==> src/logic/crc_pkg.sv <==
// Summary of operation
// - 16-bit mode: MSB first, polynomial 0x1021
// - 16-bit: byte XORed into accumulator upper byte
// - eight steps: top bit set, shift and XOR
// - 32-bit mode: reflected polynomial 0x04C11DB7
// - 32-bit: byte into low byte, right shifts
// - tested low bit one: XOR with 0xEDB88320
// - start value all zeros or all ones
// - polynomial select 0 is 32-bit, 1 is 16-bit
// - initial select 0 zeros, 1 ones
// - initialize write loads selected start value
// - each input byte write updates result automatically
// - auto: page, enable, then sector count
// - each auto sector supplies 512 bytes
// - control write in auto mode starts, stalls CPU
// - clear auto enable before reading result
// - result width 32 or 16 by select
// - byte pointer selects byte, increments per access
// - result holds until init, overwrite or input
package crc_pkg;
	localparam logic [7:0]  ADDR_CTRL    = 8'h00;
	localparam logic [7:0]  ADDR_INPUT   = 8'h01;
	localparam logic [7:0]  ADDR_DATA    = 8'h02;
	localparam logic [7:0]  ADDR_AUTO    = 8'h03;
	localparam logic [7:0]  ADDR_COUNT   = 8'h04;
	localparam logic [7:0]  ADDR_BITREV  = 8'h05;
	localparam int          CTRL_SEL_BIT  = 4;
	localparam int          CTRL_INIT_BIT = 3;
	localparam int          CTRL_VAL_BIT  = 2;
	localparam int          CTRL_PTR_LSB  = 0;
	localparam int          AUTO_EN_BIT   = 7;
	localparam int          PAGE_W        = 6;
	localparam int          CNT_W         = 6;
	localparam int          SECT_SHIFT    = 9;
	localparam int          SECTOR_BYTES  = 512;
	localparam int          REM_W         = CNT_W + SECT_SHIFT;
	localparam logic [15:0] POLY16        = 16'h1021;
	localparam logic [31:0] POLY32        = 32'h04c11db7;
	localparam logic [31:0] POLY32_REFL   = 32'hedb88320;
	localparam logic [31:0] INIT_ZEROS    = 32'h00000000;
	localparam logic [31:0] INIT_ONES     = 32'hffffffff;
	localparam int          BIT_STEPS     = 8;
	localparam logic [7:0]  CTRL_RESET    = 8'h00;
	localparam logic [7:0]  READ_ZERO     = 8'h00;

	typedef enum logic [1:0] {ST_IDLE, ST_FETCH, ST_TAKE} crc_auto_st_t;
	typedef enum logic [1:0] {HS_IDLE, HS_REQ, HS_RESP} crc_host_st_t;
endpackage

==> src/logic/crc_if.sv <==
`timescale 1ns/10ps
interface crc_if;
	logic [7:0] addr;
	logic [7:0] wdata;
	logic       wr;
	logic       rd;
	logic [7:0] rdata;
	logic       stall;

	modport dev
	(
		input  addr,
		input  wdata,
		input  wr,
		input  rd,
		output rdata,
		output stall
	);
	modport host
	(
		output addr,
		output wdata,
		output wr,
		output rd,
		input  rdata,
		input  stall
	);
endinterface

==> src/logic/crc_fifo.sv <==
`timescale 1ns/10ps
module crc_fifo #(
	parameter int WIDTH = 8,
	parameter int DEPTH = 8
) (
	input  wire logic             clk,
	input  wire logic             rst,
	input  wire logic             in_valid,
	output logic                  in_ready,
	input  wire logic [WIDTH-1:0] in_data,
	output logic                  out_valid,
	input  wire logic             out_ready,
	output logic [WIDTH-1:0]      out_data
);
	localparam int AW = (DEPTH > 1) ? $clog2(DEPTH) : 1;
	logic [WIDTH-1:0] mem_ff [DEPTH];
	logic [AW-1:0]    wptr_ff;
	logic [AW-1:0]    rptr_ff;
	logic [AW:0]      count_ff;
	logic             push;
	logic             pop;

	assign in_ready  = (count_ff != (AW+1)'(DEPTH));
	assign out_valid = (count_ff != '0);
	assign out_data  = mem_ff[rptr_ff];
	assign push      = in_valid && in_ready;
	assign pop       = out_valid && out_ready;

	function automatic logic [AW-1:0] ptr_inc(input logic [AW-1:0] p);
		ptr_inc = (p == AW'(DEPTH - 1)) ? '0 : AW'(p + 1'b1);
	endfunction

	always_ff @(posedge clk)
	begin
		if (push)
			mem_ff[wptr_ff] <= in_data;
	end

	always_ff @(posedge clk or posedge rst)
	begin
		if (rst)
		begin
			wptr_ff  <= '0;
			rptr_ff  <= '0;
			count_ff <= '0;
		end
		else
		begin
			if (push)
				wptr_ff <= ptr_inc(wptr_ff);
			if (pop)
				rptr_ff <= ptr_inc(rptr_ff);
			if (push && !pop)
				count_ff <= count_ff + 1'b1;
			else if (pop && !push)
				count_ff <= count_ff - 1'b1;
		end
	end
endmodule

==> src/logic/crc_dev.sv <==
`timescale 1ns/10ps
module crc_dev
	import crc_pkg::*;
#(
	parameter int FIFO_DEPTH = 8,
	parameter int FLASH_AW   = 16
) (
	input  wire logic                REF_CLK,
	input  wire logic                SYS_RST,
	crc_if.dev                       BUS,
	output logic [FLASH_AW-1:0]      FLASH_ADDR,
	output logic                     FLASH_RD,
	input  wire logic [7:0]          FLASH_DATA,
	output logic                     AUTO_BUSY
);
	logic [31:0]       acc_ff;
	logic              sel16_ff;
	logic              val_ff;
	logic [1:0]        ptr_ff;
	logic              auto_en_ff;
	logic [PAGE_W-1:0] page_ff;
	logic [CNT_W-1:0]  count_ff;
	logic [7:0]        bitrev_ff;
	logic [7:0]        rdata_ff;
	logic [REM_W-1:0]  rem_ff;
	logic [FLASH_AW-1:0] faddr_ff;
	crc_auto_st_t      st_ff;

	logic        is_input;
	logic        other_acc;
	logic        fifo_in_ready;
	logic        fifo_out_valid;
	logic        fifo_out_ready;
	logic [7:0]  fifo_out_data;
	logic        wr_ok;
	logic        rd_ok;
	logic        busy;
	logic        eng_valid;
	logic [7:0]  eng_byte;
	logic        ctrl_wr;
	logic        data_acc;
	logic        auto_start;
	logic [1:0]  nxt_ptr;

	// one 8-step byte update for either polynomial
	function automatic logic [31:0] crc_byte(input logic [31:0] acc,
		input logic [7:0] din, input logic sel16);
		logic [15:0] a16;
		logic [31:0] a32;
		a16 = acc[15:0] ^ {din, 8'h00};
		a32 = acc ^ {24'h000000, din};
		for (int i = 0; i < BIT_STEPS; i++)
		begin
			if (a16[15])
				a16 = {a16[14:0], 1'b0} ^ POLY16;
			else
				a16 = {a16[14:0], 1'b0};
			if (a32[0])
				a32 = {1'b0, a32[31:1]} ^ POLY32_REFL;
			else
				a32 = {1'b0, a32[31:1]};
		end
		// 16-bit mode leaves the upper half alone; a data read with the pointer set to 2 or 3 exposes it
		crc_byte = sel16 ? {acc[31:16], a16} : a32;
	endfunction

	function automatic logic [7:0] rev8(input logic [7:0] b);
		for (int i = 0; i < 8; i++)
			rev8[i] = b[7-i];
	endfunction

	assign busy      = (st_ff != ST_IDLE);
	assign AUTO_BUSY = busy;
	assign is_input  = (BUS.addr == ADDR_INPUT);
	assign other_acc = (BUS.wr && !is_input) || BUS.rd;

	// non-input accesses wait for queued bytes so they see an up-to-date
	// result; input writes wait for room in the queue, and every access waits out an auto run
	always_comb
	begin
		BUS.stall = 1'b0;
		if (busy && (BUS.wr || BUS.rd))
			BUS.stall = 1'b1;
		else if (BUS.wr && is_input && !fifo_in_ready)
			BUS.stall = 1'b1;
		else if (other_acc && fifo_out_valid)
			BUS.stall = 1'b1;
	end

	assign wr_ok      = BUS.wr && !BUS.stall;
	assign rd_ok      = BUS.rd && !BUS.wr && !BUS.stall;
	assign ctrl_wr    = wr_ok && (BUS.addr == ADDR_CTRL);
	assign data_acc   = (wr_ok || rd_ok) && (BUS.addr == ADDR_DATA);
	assign auto_start = ctrl_wr && auto_en_ff && (count_ff != '0);

	assign fifo_out_ready = !busy;
	assign eng_valid = (st_ff == ST_TAKE) || (fifo_out_valid && !busy);
	assign eng_byte  = (st_ff == ST_TAKE) ? FLASH_DATA : fifo_out_data;

	crc_fifo #(
		.WIDTH (8),
		.DEPTH (FIFO_DEPTH)
	) i_crc_fifo (
		.clk       (REF_CLK),
		.rst       (SYS_RST),
		// only an accepted write may push, so a held write never queues twice
		.in_valid  (wr_ok && is_input),
		.in_ready  (fifo_in_ready),
		.in_data   (BUS.wdata),
		.out_valid (fifo_out_valid),
		.out_ready (fifo_out_ready),
		.out_data  (fifo_out_data)
	);

	// wrap depends on the current result width
	always_comb
	begin
		if (sel16_ff && ptr_ff == 2'h1)
			nxt_ptr = 2'h0;
		else
			nxt_ptr = ptr_ff + 2'h1;
	end

	always_ff @(posedge REF_CLK or posedge SYS_RST)
	begin
		if (SYS_RST)
		begin
			sel16_ff <= 1'b0;
			val_ff   <= 1'b0;
			ptr_ff   <= 2'h0;
		end
		else if (ctrl_wr)
		begin
			sel16_ff <= BUS.wdata[CTRL_SEL_BIT];
			val_ff   <= BUS.wdata[CTRL_VAL_BIT];
			ptr_ff   <= BUS.wdata[CTRL_PTR_LSB +: 2];
		end
		else if (data_acc)
			ptr_ff <= nxt_ptr;
	end

	always_ff @(posedge REF_CLK or posedge SYS_RST)
	begin
		if (SYS_RST)
			acc_ff <= INIT_ZEROS;
		else if (ctrl_wr && BUS.wdata[CTRL_INIT_BIT])
			acc_ff <= BUS.wdata[CTRL_VAL_BIT] ? INIT_ONES
				: INIT_ZEROS;
		else if (data_acc && wr_ok)
			acc_ff[8*ptr_ff +: 8] <= BUS.wdata;
		else if (eng_valid)
			acc_ff <= crc_byte(acc_ff, eng_byte, sel16_ff);
	end

	always_ff @(posedge REF_CLK or posedge SYS_RST)
	begin
		if (SYS_RST)
		begin
			auto_en_ff <= 1'b0;
			page_ff    <= '0;
			count_ff   <= '0;
			bitrev_ff  <= 8'h00;
		end
		else if (wr_ok)
		begin
			if (BUS.addr == ADDR_AUTO)
			begin
				auto_en_ff <= BUS.wdata[AUTO_EN_BIT];
				page_ff    <= BUS.wdata[PAGE_W-1:0];
			end
			else if (BUS.addr == ADDR_COUNT)
				count_ff <= BUS.wdata[CNT_W-1:0];
			else if (BUS.addr == ADDR_BITREV)
				bitrev_ff <= rev8(BUS.wdata);
		end
	end

	always_ff @(posedge REF_CLK or posedge SYS_RST)
	begin
		if (SYS_RST)
			rdata_ff <= READ_ZERO;
		else if (rd_ok)
		begin
			if (BUS.addr == ADDR_CTRL)
				rdata_ff <= {3'h0, sel16_ff, 1'b0, val_ff, ptr_ff};
			else if (BUS.addr == ADDR_DATA)
				rdata_ff <= acc_ff[8*ptr_ff +: 8];
			else if (BUS.addr == ADDR_AUTO)
				rdata_ff <= {auto_en_ff, 1'b0, page_ff};
			else if (BUS.addr == ADDR_COUNT)
				rdata_ff <= {2'h0, count_ff};
			else if (BUS.addr == ADDR_BITREV)
				rdata_ff <= bitrev_ff;
			else
				rdata_ff <= READ_ZERO;
		end
	end
	assign BUS.rdata = rdata_ff;

	// two cycles per flash byte: address out, data back next edge
	always_ff @(posedge REF_CLK or posedge SYS_RST)
	begin
		if (SYS_RST)
		begin
			st_ff    <= ST_IDLE;
			rem_ff   <= '0;
			faddr_ff <= '0;
		end
		else
		begin
			case (st_ff)
				ST_IDLE:
				begin
					if (auto_start)
					begin
						st_ff    <= ST_FETCH;
						rem_ff   <= REM_W'({count_ff, {SECT_SHIFT{1'b0}}});
						faddr_ff <= FLASH_AW'({page_ff, {SECT_SHIFT{1'b0}}});
					end
				end
				ST_FETCH:
					st_ff <= ST_TAKE;
				ST_TAKE:
				begin
					faddr_ff <= faddr_ff + 1'b1;
					rem_ff   <= rem_ff - 1'b1;
					st_ff    <= (rem_ff == REM_W'(1)) ? ST_IDLE : ST_FETCH;
				end
				default:
					st_ff <= ST_IDLE;
			endcase
		end
	end

	assign FLASH_ADDR = faddr_ff;
	assign FLASH_RD   = (st_ff == ST_FETCH);
endmodule

==> src/flat_wrapper.sv <==
// flat-port wrapper written by rule: the top's interface ports become plain ports
module crc_dev_flat import crc_pkg::*;
#(
	parameter int FIFO_DEPTH = 8,
	parameter int FLASH_AW   = 16
)
  (REF_CLK, SYS_RST, FLASH_ADDR, FLASH_RD, FLASH_DATA, AUTO_BUSY, BUS_addr, BUS_wdata, BUS_wr, BUS_rd, BUS_rdata, BUS_stall);
  crc_if BUS_i ();
  input  wire logic REF_CLK;
  input  wire logic SYS_RST;
  output logic [FLASH_AW-1:0] FLASH_ADDR;
  output logic FLASH_RD;
  input  wire logic [7:0] FLASH_DATA;
  output logic AUTO_BUSY;
  input wire logic [$bits(BUS_i.addr)-1:0] BUS_addr;
  input wire logic [$bits(BUS_i.wdata)-1:0] BUS_wdata;
  input wire logic [$bits(BUS_i.wr)-1:0] BUS_wr;
  input wire logic [$bits(BUS_i.rd)-1:0] BUS_rd;
  output wire logic [$bits(BUS_i.rdata)-1:0] BUS_rdata;
  output wire logic [$bits(BUS_i.stall)-1:0] BUS_stall;
  assign BUS_i.addr = BUS_addr;
  assign BUS_i.wdata = BUS_wdata;
  assign BUS_i.wr = BUS_wr;
  assign BUS_i.rd = BUS_rd;
  assign BUS_rdata = BUS_i.rdata;
  assign BUS_stall = BUS_i.stall;
  crc_dev #(.FIFO_DEPTH(FIFO_DEPTH), .FLASH_AW(FLASH_AW)) u_core (.REF_CLK(REF_CLK), .SYS_RST(SYS_RST), .BUS(BUS_i), .FLASH_ADDR(FLASH_ADDR), .FLASH_RD(FLASH_RD), .FLASH_DATA(FLASH_DATA), .AUTO_BUSY(AUTO_BUSY));
endmodule
==> config.mk <==
export PLATFORM = sky130hd
export DESIGN_NAME = crc_dev_flat
export DESIGN_NICKNAME = d
export VERILOG_FILES = /design/src/logic/crc_pkg.sv /design/src/logic/crc_if.sv /design/src/logic/crc_fifo.sv /design/src/logic/crc_dev.sv /design/src/flat_wrapper.sv
export SDC_FILE = /design/constraint.sdc
export NUM_CORES = 1
export LEC_CHECK = 0
export ABC_CLOCK_PERIOD_IN_PS = 4200
export BUFFER_PORTS_ARGS = -buffer_cell sky130_fd_sc_hd__clkbuf_2
export CAP_MARGIN = 20
export CORE_ASPECT_RATIO = 0.5
export CORE_MARGIN = 10
export CORE_UTILIZATION = 50
export CTS_BUF_LIST = sky130_fd_sc_hd__clkbuf_4 sky130_fd_sc_hd__clkbuf_8 sky130_fd_sc_hd__clkbuf_16
export DETAILED_ROUTE_END_ITERATION = 16
export PLACE_DENSITY = 0.67
export SYNTH_ARGS = -nofsm -noshare
export SYNTH_HDL_FRONTEND = slang
export SYNTH_SLANG_ARGS = --single-unit
==> constraint.sdc <==
create_clock -name REF_CLK -period 4.2 [get_ports REF_CLK]
set_clock_uncertainty 0.1 [all_clocks]
set_input_delay 0.21 -clock REF_CLK [delete_from_list [all_inputs] [get_ports REF_CLK]]
set_output_delay 0.21 -clock REF_CLK [all_outputs]
set_load 0.02 [all_outputs]
==> impl_metrics.toml <==
[layout]
fill_cells = 1529
final_nets = 939
syn_to_final_growth_pct = 12.93
register_area_sq_um = 4624
multiInputGateArea_sq_um = 4825
drive_above_1_share_pct = 22.36

[sta]
hold_violations = 0
tns_ns = 0
period_share_pct = 86.99
holdWs_ns = 0.1581
slew-limit-headroom_pct = 39.32
slew_violations = 0
grt_setup_unrepaired = "false"
timing.fmax_mhz = 273.7
min_period_ns = 3.654
setup_viol = 0
tightest_slew_ns = 0.9101

[die]
die_w_microns = 216.7
die_h_microns = 118.4
coreArea_sq_um = 18700
rows = 35
initial_core_util_pct = 51.73
die_area_sq_um = 25650
io_pins = 55

[clocking]
clk_latency_ns = 0.44
cts_tree = "done"
root_buffer = "clkbuf_16"
cts_resized = 0
htreeDepth = 4
clock-sinks = 172
clock_path_buffers = 2
clk_pin_slew_ns = 0.08
cts_buffers = 17

[logic_synthesis]
synthArstFlopShare_pct = 62.79
ys_ff_latch = 172
synth_nets = 874
seq_area_frac_synth_pct = 47.81
synth-edff-count = 64
postSynth.topFlopCell = "dfrtp_1"
synth.distinct_cells = 77
yosys_warnings = 0
syn_inst = 830
syn_avg_cell_area_sq_um = 11.65
synth.cell_area_sq_um = 9673

[setup_path]
slowest_stage = "mux4_1"
cp-end-kind = "flop"
crit_type = "reg2reg"
critical_path.cell_chain = "buf_12 > mux4_1 > mux2_2 > mux2i_1 > xnor2_2 > xor2_1 > buf_4 > xnor3_1 > nor2_1 > a2111oi_0 > nor2_1"
worstPathArrival_ns = 3.86
cp_data_required_time_ns = 4.41
cpPeakStageDelay_ns = 0.54
path_common_cell = "nor2_1"
worstPathMaxFanout = 13
startpoint_type = "flop"

[routing]
wire_per_inst_microns = 22.63
drt-initial-drc-count = 715
first_pass_iters = 5
ant_nets = 0
drcViolationCount = 0
vias = 7086
post_drt_via_cell_ratio = 6.067
finalWirelength_microns = 26430

[global_route]
grt_overflow = 0
antenna_found_initial = 1
globalRouteTotalUtil_pct = 21.00
grt_max_degree = 58
grt_first_pass_wirelength_microns = 42280
grt_pass1_vias = 7044

[placed_design]
place.gp.congestion = 0.9703
dpl.hpwl_microns = 18780
port_buffers = 54

[worst_hold_path]
hold_class = "in2reg"

[power_and_ir_drop]
total_leakage_power_nw = 4.369
p_per_area_nw_per_um2 = 1056
ir_worst_vdd_v = 0.0007763

[run]
cap_violations = 0

[outcome]
status = "finished clean"
==> power by group <==
part	internal (mW)	switching, mW	leakage [nW]
Clock	0.867	0.799	0.302
Sequential	2.10	0.367	1.84
Combinational	3.77	3.63	2.23
Total	6.74	4.79	4.37
==> metrics by stage <==
stage                     util [%]  cell area, sq um  std cells  setup WS (ns)  power (mW)
after floorplan                  -              9673        830         0.6460       8.391
after global placement       55.08             10300       1134         0.6116       9.737
after detailed placement     55.08             10300       1134         0.5558       9.802
after CTS                    58.41             10920       1167         0.5561       11.51
after global routing         58.42             10920       1168         0.3455       12.38
final                        58.42             10920       1168         0.5463       11.53
==> routing by layer <==
layer / vias to the layer above / part of all wire [%] / track usage (%)
li1: 3200 / - / -
met1: 3582 / 46 / 29.94
met2: 268 / 45 / 31.74
met3: 36 / 7.5 / 4.532
met4: 0 / 1.7 / 5.515
met5: - / 0 / 0
==> worst paths after layout <==
path                                                     startpoint                                to  slack [ns]  cells after the start
setup / recovery           u_core.i_crc_fifo.rptr_ff[0]$_DFFE_PP0P_     u_core.acc_ff[21]$_DFFE_PP0P_        0.55                     11
hold / removal                                         BUS_wdata[4]       u_core.sel16_ff$_DFFE_PP0N_        0.16                      3
setup reg to reg           u_core.i_crc_fifo.rptr_ff[0]$_DFFE_PP0P_     u_core.acc_ff[21]$_DFFE_PP0P_        0.55                     11
hold reg to reg                        u_core.rem_ff[8]$_DFFE_PP0P_      u_core.rem_ff[8]$_DFFE_PP0P_        0.37                      1
max in group asynchronous                                   SYS_RST     u_core.acc_ff[19]$_DFFE_PP0P_        2.76                      4
min in group asynchronous                                   SYS_RST  u_core.FLASH_ADDR[6]$_DFFE_PP0P_        0.35                      3
==> cell usage in the layout, fill, tap and decap left out, types with 6 or more instances in the layout <==
| cell | count |
|---|---|
| dfrtp_1 | 108 |
| nand2_1 | 79 |
| edfxtp_1 | 64 |
| nor2_1 | 63 |
| xnor2_1 | 54 |
| clkbuf_2 | 54 |
| o21ai_0 | 48 |
| mux2_2 | 40 |
| a21oi_1 | 31 |
| xor2_1 | 28 |
| buf_4 | 24 |
| o21ai_1 | 21 |
| nand3_1 | 20 |
| clkbuf_16 | 17 |
| a31oi_1 | 16 |
| mux4_2 | 15 |
| ha_1 | 15 |
| inv_1 | 12 |
| nor3_1 | 10 |
| nor2b_1 | 9 |
| xnor2_2 | 9 |
| mux2i_1 | 8 |
| mux4_1 | 8 |
| nor4_1 | 7 |
| a221oi_1 | 7 |
| o211ai_1 | 7 |
| o21a_1 | 7 |
| a211oi_1 | 7 |
| a21o_1 | 6 |
| a32oi_1 | 6 |
==> registers in the layout (all words and copies together) (netlist names) <==
register                    flops
u_core.val_ff                   1
u_core.sel16_ff                 1
u_core.i_crc_fifo.rptr_ff       3
u_core.st_ff                    2
u_core.rem_ff                  15
u_core.bitrev_ff                8
u_core.FLASH_ADDR              16
u_core.count_ff                 6
u_core.i_crc_fifo.count_ff      4
u_core.ptr_ff                   2
u_core.acc_ff                  32
u_core.i_crc_fifo.wptr_ff       3
u_core.BUS.rdata                8
u_core.auto_en_ff               1
u_core.page_ff                  6
u_core.i_crc_fifo.mem_ff       64
==> synthesized netlist by cell type, types with 10 or more instances <==
cell	count	area, sq um
mux2_2	40	450.4
a31oi_1	16	100.1
dfrtp_1	108	2703
xnor2_1	54	473.0
edfxtp_1	64	1922
inv_1	13	48.80
a21oi_1	31	155.2
mux4_2	15	337.8
nand2_1	79	296.5
nand3_1	20	100.1
o21ai_1	21	105.1
ha_1	15	187.7
o21ai_0	48	240.2
nor3_1	10	50.05
clkbuf_1	20	75.07
xor2_1	28	245.2
nor2_1	63	236.5
==> critical path, delay by kind of cell (launching register included) <==
family / cells / cell delay (ns)
buffers and inverters: 2 / 0.41
and+or+nand+nor: 2 / 0.11
AOI/OAI and AO/OA: 1 / 0.36
xor gates and xnor gates: 3 / 0.74
muxes: 3 / 1.27
DFF: 1 / 0.53
==> timing repair <==
| item | 4_1_cts | 5_1_grt |
|---|---|---|
| endpoints found under the hold margin | 55 | 0 |
| buffers inserted | 0 | 0 |
| hold buffers | 1 | 0 |
==> kinds of logic (layout without fill, tap and decap cells) <==
group,Yosys count,count (layout),synth area share [%]
AO/OA/AOI/OAI,186,186,12.61
multiplexers,77,77,12.47
AND/OR/NAND/NOR,230,230,11.27
adder cells (fa/ha/maj),16,16,2.147
other,0,1,0
buffers and inverters,48,126,2.341
XOR/XNOR,101,101,11.36
flip-flops,172,172,47.81
==> final cells by class <==
cell class / count / share of cell area, %
Inverter: 14 / 0.5040
Tap cell: 259 / 2.966
Antenna cell: 1 / 0.02291
Multi-Input combinational cell: 610 / 44.16
Timing Repair Buffer: 80 / 4.398
Clock buffer: 17 / 3.894
Sequential cell: 172 / 42.33
Clock inverter: 15 / 1.718
Power figures use the tool's default switching activity.
